### src/logic/accel_mode_pkg.sv
// constants shared by the accelerometer operating-mode controller
// Summary of operation
// - the device never drives the serial clock line low; no clock stretching
// - spikes up to 50 ns on clock and data inputs are filtered out
// - output codes scale 1024, 512 or 256 counts per g by range
// - output data from offset 0x00 are two's complement, zero mid-range
// - self-test output is sensed acceleration plus test stimulus, range scaled
// - powered off: all logic inactive, no bus participation
// - active bit clear: standby, registers reachable, sensing and sample clocks stopped
// - active bit set: active mode, sampling and processing run
// - each standby to active entry returns data registers to reset values
// - wake and sleep are sub-states of active, run only with active set
package accel_mode_pkg;
	localparam logic [7:0] OFS_OUT_X     = 8'h00;
	localparam logic [7:0] OFS_OUT_Y     = 8'h04;
	localparam logic [7:0] OFS_OUT_Z     = 8'h08;
	localparam logic [7:0] OFS_CTRL      = 8'h0C;
	localparam logic [7:0] OFS_STATUS    = 8'h10;
	localparam logic [7:0] OFS_SMP_COUNT = 8'h14;

	localparam int CTRL_ACTIVE_BIT = 0;
	localparam int CTRL_RANGE_LSB  = 1;
	localparam int CTRL_SELFT_BIT  = 3;
	localparam int CTRL_SLEEP_BIT  = 4;
	localparam int CTRL_WIDTH      = 5;
	localparam int STAT_MODE_LSB   = 0;
	localparam int STAT_DRDY_BIT   = 2;

	localparam logic [4:0]  CTRL_RESET  = 5'h00;
	localparam logic [11:0] DATA_RESET  = 12'h000;
	localparam logic [15:0] COUNT_RESET = 16'h0000;

	localparam logic [1:0] RANGE_2G = 2'h0;
	localparam logic [1:0] RANGE_4G = 2'h1;
	localparam logic [1:0] RANGE_8G = 2'h2;

	localparam int SENS_2G = 1024;
	localparam int SENS_4G = 512;
	localparam int SENS_8G = 256;
	localparam int SHIFT_4G = $clog2(SENS_2G / SENS_4G);
	localparam int SHIFT_8G = $clog2(SENS_2G / SENS_8G);

	localparam int CLK_PERIOD_NS = 50;
	localparam int GLITCH_NS     = 50;
	localparam int GLITCH_CYC    = (GLITCH_NS + CLK_PERIOD_NS - 1) / CLK_PERIOD_NS;

	localparam logic signed [11:0] CODE_MAX = 12'sh7ff;
	localparam logic signed [11:0] CODE_MIN = -12'sh800;

	typedef enum logic [1:0] {
		MODE_OFF,
		MODE_STANDBY,
		MODE_WAKE,
		MODE_SLEEP
	} op_mode_t;
endpackage

### src/logic/spike_filter.sv
// input spike filter for the serial bus lines
`timescale 1ns/1ps
`default_nettype none
module spike_filter
	import accel_mode_pkg::*;
#(
	parameter int WIDTH = 2
) (
	input  wire logic             mclk,
	input  wire logic             sys_rst,
	input  wire logic [WIDTH-1:0] line_in,
	output var  logic [WIDTH-1:0] line_out
);
	genvar i;
	generate
		for (i = 0; i < WIDTH; i++) begin : g_line
			logic [3:0] cnt_ff;
			logic       out_ff;
			// a new level must persist beyond the spike width before it is passed on
			always_ff @(posedge mclk) begin
				if (sys_rst) begin
					cnt_ff <= 4'h0;
					out_ff <= 1'b1;
				end else if (line_in[i] == out_ff) begin
					cnt_ff <= 4'h0;
				end else if (cnt_ff == 4'(GLITCH_CYC)) begin
					cnt_ff <= 4'h0;
					out_ff <= line_in[i];
				end else begin
					cnt_ff <= cnt_ff + 4'h1;
				end
			end
			assign line_out[i] = out_ff;
		end
	endgenerate
endmodule
`default_nettype wire

### src/logic/accel_mode_ctrl.sv
// operating-mode controller: power states, sampling, output scaling, register port
`timescale 1ns/1ps
`default_nettype none
module accel_mode_ctrl
	import accel_mode_pkg::*;
#(
	parameter int unsigned      WAKE_DIV      = 25000,
	parameter int unsigned      SLEEP_DIV     = 400000,
	parameter int unsigned      SLEEP_SAMPLES = 16,
	parameter logic signed [15:0] ST_STIM     = 16'sh00c0
) (
	input  wire logic               mclk,
	input  wire logic               sys_rst,
	input  wire logic               power_good,
	input  wire logic [7:0]         bus_addr,
	input  wire logic [31:0]        bus_wdata,
	input  wire logic               bus_wr,
	input  wire logic               bus_rd,
	output var  logic [31:0]        bus_rdata,
	input  wire logic               scl_in,
	input  wire logic               sda_in,
	output var  logic               scl_filt,
	output var  logic               sda_filt,
	output var  logic               scl_out,
	output var  logic               scl_oe,
	input  wire logic signed [15:0] accel_x,
	input  wire logic signed [15:0] accel_y,
	input  wire logic signed [15:0] accel_z,
	input  wire logic               motion_evt,
	output var  logic               sense_en,
	output var  logic               selftest_drive,
	output var  logic               sample_tick,
	output var  op_mode_t           op_mode
);
	logic                    rst_all;
	logic [CTRL_WIDTH-1:0]   ctrl_ff;
	op_mode_t                mode_ff;
	op_mode_t                nxt_mode;
	logic [31:0]             div_cnt_ff;
	logic                    tick_ff;
	logic [15:0]             smp_cnt_ff;
	logic [15:0]             idle_cnt_ff;
	logic                    drdy_ff;
	logic [31:0]             rdata_ff;
	logic                    sense_ff;
	logic                    st_ff;
	logic                    scl_oe_ff;
	logic [1:0]              filt_out;
	logic                    act_entry;
	logic                    running;
	logic [1:0]              range;
	logic signed [15:0]      accel_in [3];
	logic signed [11:0]      data_ff  [3];
	logic signed [11:0]      nxt_data [3];

	// an unpowered device holds every flop in reset and ignores the bus
	assign rst_all   = sys_rst | ~power_good;
	assign range     = ctrl_ff[CTRL_RANGE_LSB +: 2];
	assign running   = (mode_ff == MODE_WAKE) || (mode_ff == MODE_SLEEP);
	assign act_entry = ctrl_ff[CTRL_ACTIVE_BIT] && (mode_ff == MODE_STANDBY);
	assign accel_in[0] = accel_x;
	assign accel_in[1] = accel_y;
	assign accel_in[2] = accel_z;

	spike_filter #(
		.WIDTH (2)
	) u_filter (
		.mclk     (mclk),
		.sys_rst  (rst_all),
		.line_in  ({sda_in, scl_in}),
		.line_out (filt_out)
	);

	assign scl_filt = filt_out[0];
	assign sda_filt = filt_out[1];

	// clock line is never pulled low, so the master owns the low phase
	always_ff @(posedge mclk) begin
		if (rst_all) begin
			scl_oe_ff <= 1'b0;
		end else begin
			scl_oe_ff <= 1'b0;
		end
	end
	assign scl_oe  = scl_oe_ff;
	assign scl_out = 1'b0;

	always_ff @(posedge mclk) begin
		if (rst_all) begin
			ctrl_ff <= CTRL_RESET;
		end else if (bus_wr && bus_addr == OFS_CTRL) begin
			ctrl_ff <= bus_wdata[CTRL_WIDTH-1:0];
		end
	end

	always_comb begin
		nxt_mode = mode_ff;
		case (mode_ff)
			MODE_OFF: begin
				nxt_mode = MODE_STANDBY;
			end
			MODE_STANDBY: begin
				if (ctrl_ff[CTRL_ACTIVE_BIT]) begin
					nxt_mode = MODE_WAKE;
				end
			end
			MODE_WAKE: begin
				if (!ctrl_ff[CTRL_ACTIVE_BIT]) begin
					nxt_mode = MODE_STANDBY;
				end else if (ctrl_ff[CTRL_SLEEP_BIT] && idle_cnt_ff >= 16'(SLEEP_SAMPLES)) begin
					nxt_mode = MODE_SLEEP;
				end
			end
			MODE_SLEEP: begin
				if (!ctrl_ff[CTRL_ACTIVE_BIT]) begin
					nxt_mode = MODE_STANDBY;
				end else if (motion_evt || !ctrl_ff[CTRL_SLEEP_BIT]) begin
					nxt_mode = MODE_WAKE;
				end
			end
			default: begin
				nxt_mode = MODE_STANDBY;
			end
		endcase
	end

	always_ff @(posedge mclk) begin
		if (rst_all) begin
			mode_ff <= MODE_OFF;
		end else begin
			mode_ff <= nxt_mode;
		end
	end

	// sample clock stops whenever the device is not active
	always_ff @(posedge mclk) begin
		if (rst_all || !running || !ctrl_ff[CTRL_ACTIVE_BIT]) begin
			div_cnt_ff <= 32'h0000_0000;
			tick_ff    <= 1'b0;
		end else if (div_cnt_ff >= ((mode_ff == MODE_SLEEP) ? SLEEP_DIV : WAKE_DIV) - 32'h1) begin
			div_cnt_ff <= 32'h0000_0000;
			tick_ff    <= 1'b1;
		end else begin
			div_cnt_ff <= div_cnt_ff + 32'h1;
			tick_ff    <= 1'b0;
		end
	end

	always_ff @(posedge mclk) begin
		if (rst_all) begin
			sense_ff <= 1'b0;
			st_ff    <= 1'b0;
		end else begin
			sense_ff <= running && ctrl_ff[CTRL_ACTIVE_BIT];
			st_ff    <= running && ctrl_ff[CTRL_ACTIVE_BIT] && ctrl_ff[CTRL_SELFT_BIT];
		end
	end

	// wider intermediate keeps stimulus plus acceleration from wrapping before saturation
	genvar ax;
	generate
		for (ax = 0; ax < 3; ax++) begin : g_axis
			logic signed [16:0] sum;
			logic signed [16:0] scaled;
			always_comb begin
				sum = 17'(accel_in[ax]) + (ctrl_ff[CTRL_SELFT_BIT] ? 17'(ST_STIM) : 17'sh0_0000);
				case (range)
					RANGE_2G: scaled = sum;
					RANGE_4G: scaled = sum >>> SHIFT_4G;
					default:  scaled = sum >>> SHIFT_8G;
				endcase
				if (scaled > 17'(CODE_MAX)) begin
					nxt_data[ax] = CODE_MAX;
				end else if (scaled < 17'(CODE_MIN)) begin
					nxt_data[ax] = CODE_MIN;
				end else begin
					nxt_data[ax] = scaled[11:0];
				end
			end
			always_ff @(posedge mclk) begin
				if (rst_all || act_entry) begin
					data_ff[ax] <= DATA_RESET;
				end else if (tick_ff) begin
					data_ff[ax] <= nxt_data[ax];
				end
			end
		end
	endgenerate

	always_ff @(posedge mclk) begin
		if (rst_all || act_entry) begin
			smp_cnt_ff <= COUNT_RESET;
		end else if (tick_ff) begin
			smp_cnt_ff <= smp_cnt_ff + 16'h1;
		end
	end

	always_ff @(posedge mclk) begin
		if (rst_all || act_entry || mode_ff != MODE_WAKE || motion_evt) begin
			idle_cnt_ff <= COUNT_RESET;
		end else if (tick_ff && idle_cnt_ff != 16'hffff) begin
			idle_cnt_ff <= idle_cnt_ff + 16'h1;
		end
	end

	// a new sample in the cycle of the clearing read keeps the flag set
	always_ff @(posedge mclk) begin
		if (rst_all || act_entry) begin
			drdy_ff <= 1'b0;
		end else if (tick_ff) begin
			drdy_ff <= 1'b1;
		end else if (bus_rd && bus_addr == OFS_OUT_X) begin
			drdy_ff <= 1'b0;
		end
	end

	always_ff @(posedge mclk) begin
		if (rst_all) begin
			rdata_ff <= 32'h0000_0000;
		end else if (bus_rd) begin
			case (bus_addr)
				OFS_OUT_X:     rdata_ff <= 32'($signed(data_ff[0]));
				OFS_OUT_Y:     rdata_ff <= 32'($signed(data_ff[1]));
				OFS_OUT_Z:     rdata_ff <= 32'($signed(data_ff[2]));
				OFS_CTRL:      rdata_ff <= 32'(ctrl_ff);
				OFS_STATUS:    rdata_ff <= 32'({drdy_ff, 2'(mode_ff)});
				OFS_SMP_COUNT: rdata_ff <= 32'(smp_cnt_ff);
				default:       rdata_ff <= 32'h0000_0000;
			endcase
		end else begin
			rdata_ff <= 32'h0000_0000;
		end
	end

	assign bus_rdata      = rdata_ff;
	assign sense_en       = sense_ff;
	assign selftest_drive = st_ff;
	assign sample_tick    = tick_ff;
	assign op_mode        = mode_ff;

	a_no_clk_stretch: assert property (@(posedge mclk) disable iff (sys_rst)
		!scl_oe) else $error("clock line driven low by device");

	a_spike_reject: assert property (@(posedge mclk) disable iff (rst_all)
		$changed(scl_filt) |-> (scl_filt == $past(scl_in)) && (scl_filt == $past(scl_in, 2)))
		else $error("clock spike passed the filter");

	a_scale_4g: assert property (@(posedge mclk) disable iff (rst_all)
		(tick_ff && range == RANGE_4G && !ctrl_ff[CTRL_SELFT_BIT] && !act_entry
			&& accel_in[0] < 16'sh0800 && accel_in[0] > -16'sh0800)
		|=> data_ff[0] == 12'($past(accel_in[0]) >>> 1))
		else $error("four g scaling wrong");

	a_twos_sat: assert property (@(posedge mclk) disable iff (rst_all)
		(tick_ff && range == RANGE_2G && !ctrl_ff[CTRL_SELFT_BIT] && !act_entry
			&& accel_in[1] < -16'sh0800)
		|=> data_ff[1] == CODE_MIN) else $error("negative saturation wrong");

	a_selftest_sum: assert property (@(posedge mclk) disable iff (rst_all)
		(tick_ff && range == RANGE_2G && ctrl_ff[CTRL_SELFT_BIT] && !act_entry
			&& accel_in[2] == 16'sh0000)
		|=> data_ff[2] == 12'(ST_STIM)) else $error("self-test output not stimulus");

	a_off_silent: assert property (@(posedge mclk) disable iff (sys_rst)
		!power_good |=> (bus_rdata == 32'h0000_0000) && !sense_en && op_mode == MODE_OFF)
		else $error("device active while powered off");

	a_standby_quiet: assert property (@(posedge mclk) disable iff (rst_all)
		(mode_ff == MODE_STANDBY) [*2] |-> !sense_en && !sample_tick)
		else $error("sensing runs in standby");

	a_active_start: assert property (@(posedge mclk) disable iff (rst_all)
		(mode_ff == MODE_STANDBY && ctrl_ff[CTRL_ACTIVE_BIT]) |-> ##[1:2] sense_en)
		else $error("active mode did not start sensing");

	a_entry_clear: assert property (@(posedge mclk) disable iff (rst_all)
		act_entry |=> smp_cnt_ff == COUNT_RESET && !drdy_ff && data_ff[0] == DATA_RESET)
		else $error("registers not reset on activation");

	a_sleep_in_act: assert property (@(posedge mclk) disable iff (rst_all)
		(mode_ff == MODE_SLEEP) |-> $past(ctrl_ff[CTRL_ACTIVE_BIT]))
		else $error("sleep outside active mode");
endmodule
`default_nettype wire

### config.mk
export PLATFORM = sky130hd
export DESIGN_NAME = accel_mode_ctrl
export DESIGN_NICKNAME = d
export VERILOG_FILES = /design/src/logic/accel_mode_pkg.sv /design/src/logic/spike_filter.sv /design/src/logic/accel_mode_ctrl.sv
export SDC_FILE = /design/constraint.sdc
export NUM_CORES = 1
export LEC_CHECK = 0
export BUFFER_PORTS_ARGS = -buffer_cell sky130_fd_sc_hd__buf_2
export CAP_MARGIN = 20
export CELL_PAD_IN_SITES_DETAIL_PLACEMENT = 1
export CELL_PAD_IN_SITES_GLOBAL_PLACEMENT = 2
export CORE_UTILIZATION = 35
export CTS_BUF_LIST = sky130_fd_sc_hd__clkbuf_8
export CTS_CLUSTER_DIAMETER = 150
export CTS_CLUSTER_SIZE = 25
export DETAILED_ROUTE_END_ITERATION = 12
export GPL_ROUTABILITY_DRIVEN = 1
export PLACE_DENSITY = 0.92
export SLEW_MARGIN = 10
export SYNTH_ARGS = -nofsm -noshare
export SYNTH_HDL_FRONTEND = slang
export SYNTH_SLANG_ARGS = --single-unit
### constraint.sdc
create_clock -name mclk -period 3.15 [get_ports mclk]
set_input_delay 0.4725 -clock mclk [delete_from_list [all_inputs] [get_ports mclk]]
set_output_delay 0.4725 -clock mclk [all_outputs]
set_load 0.01 [all_outputs]
Word level (Yosys, flattened, before mapping)
Memories as Yosys holds them, arrays and structs flattened.
Cells that the tools add are included.

storage, ports and cells
  register bits after elaboration = 117
  input port bits = 96
  RAM bits = 36
  output and inout port bits = 41
  word-level logic and storage cells = 115
  memories = 1

memories
  memory   depth  bits a word  read ports  clocked after Yosys merged registers in  wr ports  line                   RTL
  data_ff  3      12           3           0                                        3         accel_mode_ctrl.sv:53  logic signed [11:0] data_ff [3];

cells by class
  mux-type cells = 29
  equal/unequal tests = 18
  add/sub/neg operators = 9
  magnitude comparators = 8
  reduce and logical (&&, ||, !) cells = 28
  bitwise logic cells = 8

operators with widths
  operator                                                                           number
  32-bit case mux with 6 select lines                                                1
  12-bit 2-to-1 mux                                                                  9
  16-bit case mux with 2 select lines                                                3
  16-bit by 9-bit adder with 17-bit output                                           3
  17-bit by 12-bit greater-than comparator with 1-bit output, second input constant  3
  17-bit by 12-bit < comparator with 1-bit output, second input constant             3
  16-bit by 1-bit adder with 16-bit output, second input constant                    2
  32-bit by 1-bit adder with 32-bit output, second input constant                    1
  32-bit >= comparator                                                               1
  19-bit by 1-bit subtractor with 20-bit output, second input constant               1
  19-bit 2-to-1 mux                                                                  1
  8-bit by 4-bit equality test with 1-bit output, second input constant              2
  8-bit by 5-bit equality test with 1-bit output, second input constant              2
  16-bit by 5-bit >= comparator with 1-bit output, second input constant             1
  16-bit != test, second input constant                                              1
  2-bit 2-to-1 mux                                                                   5
  4-bit by 1-bit adder with 4-bit output, second input constant                      2
  4-bit by 1-bit equality test with 1-bit output, second input constant              2
  8-bit by 3-bit equality test with 1-bit output, second input constant              1
  8-bit logical NOT                                                                  1
  1-bit 2-to-1 mux                                                                   8
  8-bit 2-to-1 mux                                                                   1
  2-bit case mux with 4 select lines                                                 1
  1-bit logical AND                                                                  7
  other kinds (16)                                                                   38

Longest topological paths before layout
  depth in word-level cells = 7
  depth in mapped cells = 11
  depth with buffers taken out = 10

Modules after synthesis
A second synthesis with hierarchy kept.

unflattened totals
  cells, all modules = 928
  area total of the unflattened synthesis = 8,199.1 µm²

modules (own cells, without submodules)
  module           cells each  sequential area each (µm²)  area each (µm²)  instances
  accel_mode_ctrl  884         2,922.8                     7,768.7          1
  spike_filter     44          200.2                       430.4            1

Worst setup path before layout
OpenSTA, ideal clock, no wires.

  path kind = register -> register
  from = register ctrl_ff[3]
  to = memory data_ff[2][5], data pin
  path slack = 0.313 ns
  data required time = 3.005 ns
  clock period less this slack = 2.837 ns
  buffers on the path = 1
  cell stages (with the launch flop) = 11
  library setup time = 0.145 ns
  arrival = 2.692 ns
  path through = dfxtp_1 ha_1 inv_1 fa_1 nand4b_1 or2_4 or3_1 a2111oi_2 a31oi_1 buf_6 o21ai_1

RTL lines
  item                    line                   RTL
  from (decl)             accel_mode_ctrl.sv:36  logic [CTRL_WIDTH-1:0] ctrl_ff;
  from (signal assigned)  accel_mode_ctrl.sv:92  ctrl_ff <= bus_wdata[CTRL_WIDTH-1:0];
  to (decl)               accel_mode_ctrl.sv:53

==> impl_metrics.env <==
export IMPL_path_class="flip-flop to flip-flop"
export IMPL_final_area_um2=9230
export IMPL_dp_hpwl_um=16000
export IMPL_clkPwrFrac_pct=44.0
export IMPL_first_global_vias=6517
export IMPL_fillers=2629
export IMPL_drt_drc_violations_left=0
export IMPL_powerDensity_nw_per_um2=405
export IMPL_grt_max_degree=44
export IMPL_wire_per_inst_um=16.1
export IMPL_hold_viol=0
export IMPL_cts_root_buffer="clkbuf_8"
export IMPL_cap_violations=0
export IMPL_syn_to_final_growth_pct=18.9
export IMPL_syn_inst=866
export IMPL_h_tree_depth=4
export IMPL_multi_input_area_um2=4320
export IMPL_ys_seq_area_share_pct=40.2
export IMPL_vias_per_cell=5.20
export IMPL_layout_drive_gt1_share_pct=22.4
export IMPL_crit_path_end_kind="flip-flop"
export IMPL_synth_avg_cell_area_um2=8.97
export IMPL_antenna_left=0
export IMPL_pre_cts_slack_ns=0.0716
export IMPL_fmax_ghz=0.333
export IMPL_path_clk_slew_ns=0.08
export IMPL_p_switching_mw=0.896
export IMPL_synth_edff_count=36
export IMPL_dieArea_um2=22800
export IMPL_cts_tree="yes"
export IMPL_wl_um=20700
export IMPL_switching_share_pct=24.0
export IMPL_start_kind="flip-flop"
export IMPL_outcome="finished, final reports clean"
export IMPL_overflow=0
export IMPL_async_flop_share_pct=0
export IMPL_gr_usage_all_layers_pct=19.0
export IMPL_synth_ff_type="dfxtp_1"
export IMPL_placed_cells=1252
export IMPL_hold_class="primary input to flip-flop"
export IMPL_post_route_util_pct=42.4
export IMPL_slew_viol_final=0
export IMPL_final_common_cell="buf_2"
export IMPL_finalPower_mw=3.74
export IMPL_cp_max_fo=8
export IMPL_first_iter_violations=316
export IMPL_synth_area_um2=7760
export IMPL_layout_common_cells="buf_2, nor2_1, dfxtp_1"
export IMPL_clock_latency_ns=0.46
export IMPL_clock_skew_ns=0.0123
export IMPL_fin_ws_ns=0.145
export IMPL_max_slew_worst_pin_slew_ns=0.734
export IMPL_cts_made_buffers=17
export IMPL_cts_buffer_depth=2
export IMPL_combinationalPowerShare_pct=6.4
export IMPL_antenna_found_initial=0
export IMPL_fin_nets=1117
export IMPL_placed_cell_area_um2=8740
export IMPL_die_w_um=151
export IMPL_arrival_ns=3.32
export IMPL_ys_types=75
export IMPL_vdd_drop_max_mv=0.254
export IMPL_relSlewSlack_pct=50.6
export IMPL_p_leak_nw=3.64
export IMPL_fin_crit_sh_pct=95.4
export IMPL_regArea_um2=3130
export IMPL_cts_sinks=138
export IMPL_die_y_um=151
export IMPL_p_seq_share_pct=49.6
export IMPL_grt_pass1_wl_um=33500
export IMPL_place_gp_congestion=0.800
export IMPL_first_pass_iters=4
export IMPL_setup_violations=0
export IMPL_final_cells=1286
export IMPL_io_pins=137
export IMPL_start_util_pct=35.7
export IMPL_crit_required_ns=3.46
export IMPL_num_rows=54
export IMPL_yosysWarnings=0
export IMPL_coreArea_um2=21800
export IMPL_vias=6688
export IMPL_ys_ff_latch=138
export IMPL_portBuffers=107
export IMPL_fin_crit_ns=3.00
export IMPL_p_int_mw=2.84
-- timing repair --
item,4_1_cts,5_1_grt
hold buffers,0,0
buffers inserted,0,1
gates resized for setup,0,9
endpoints found under the setup margin,0,29
-- kinds of logic after synthesis --
| family | Yosys count | share of synthesized area (%) |
|---|---|---|
| XOR/XNOR | 75 | 8.46 |
| buffers and inverters | 82 | 5.14 |
| AO/OA/AOI/OAI | 177 | 15.2 |
| adder cells (fa/ha/maj) | 29 | 4.96 |
| AND/OR/NAND/NOR | 322 | 20.4 |
| flip-flops | 138 | 40.2 |
| multiplexers | 42 | 5.62 |
| other | 1 | 0.0483 |
-- routing by layer --
metal | GRT usage (%) | wire length [µm] | vias up | part of all wire, %
li1 | - | - | 3330 | -
met1 | 25.1 | 9830 | 3203 | 47
met2 | 31.0 | 9790 | 135 | 47
met3 | 3.89 | 855 | 20 | 4.1
met4 | 5.80 | 271 | 0 | 1.3
met5 | 0 | 0 | - | 0
-- state kept, by name, indices dropped and copies added (netlist names) --
name and flops:
sample_tick 1, smp_cnt_ff 16, bus_rdata 17, drdy_ff 1
op_mode 2, selftest_drive 1, div_cnt_ff 32, data_ff 36
u_filter.g_line.cnt_ff 8, idle_cnt_ff 16, ctrl_ff 5, sense_en 1
u_filter.g_line.out_ff 2
-- Yosys cell counts, drive strengths merged (12+ instances only) --
cell type	count	area (µm²)
nor3	31	176
nand3	40	205
buf	33	215
and3	18	113
nand2	61	229
o21ai	41	213
dfxtp	102	2040
ha	26	325
edfxtp	36	1080
inv	22	82.6
a21oi	53	269
mux2	13	146
nor2b	12	75.1
clkbuf	27	101
xnor2	37	324
xor2	38	333
mux2i	29	290
nor2	106	400
-- through the flow --
stage	setup TNS, ns	hold WS, ns
floorplan	0	0.432
global placement	0	0.442
detailed placement	0	0.453
CTS	0	0.244
global route	-0.00886	0.259
finish	0	0.285
-- power groups by stage --
stage	combinational, mW	clock, mW	sequential, mW
floorplan	0.124	0	1.89
global placement	0.230	0	1.90
detailed placement	0.235	0	1.90
CTS	0.237	1.69	1.86
global route	0.266	1.77	1.86
finish	0.239	1.64	1.86
-- final cells by class --
type                    instances  share of cell area (%)
diodes                          1                  0.0271
clock buffers                  18                    2.68
clock inverters                14                    2.20
inverters                      22                   0.895
multi-input cells             659                    46.8
flip-flops and latches        138                    33.9
well taps                     280                    3.80
repair buffers                154                    9.76
-- critical path, stage by stage (launching register included) --
cell and delay [ns]:
dfxtp_2 0.36, buf_12 0.14, inv_1 0.05, buf_4 0.15, fa_1 0.41, nand4b_1 0.25, buf_4 0.18, o211ai_1 0.14
o41ai_1 0.11, a211o_1 0.29, nor4_2 0.27, buf_4 0.16, nor2_2 0.03, buf_4 0.17, a21oi_1 0.14
-- worst paths after layout --
path	startpoint	to	slack, ns	cells past startpoint
max	ctrl_ff[3]	data_ff[0][2]	0.15	14
max reg2reg	ctrl_ff[3]	data_ff[0][2]	0.15	14
min reg2reg	div_cnt_ff[0]	div_cnt_ff[0]	0.47	1
min	bus_wdata[0]	ctrl_ff[0]	0.28	3
Power figures use the tool's default switching activity.
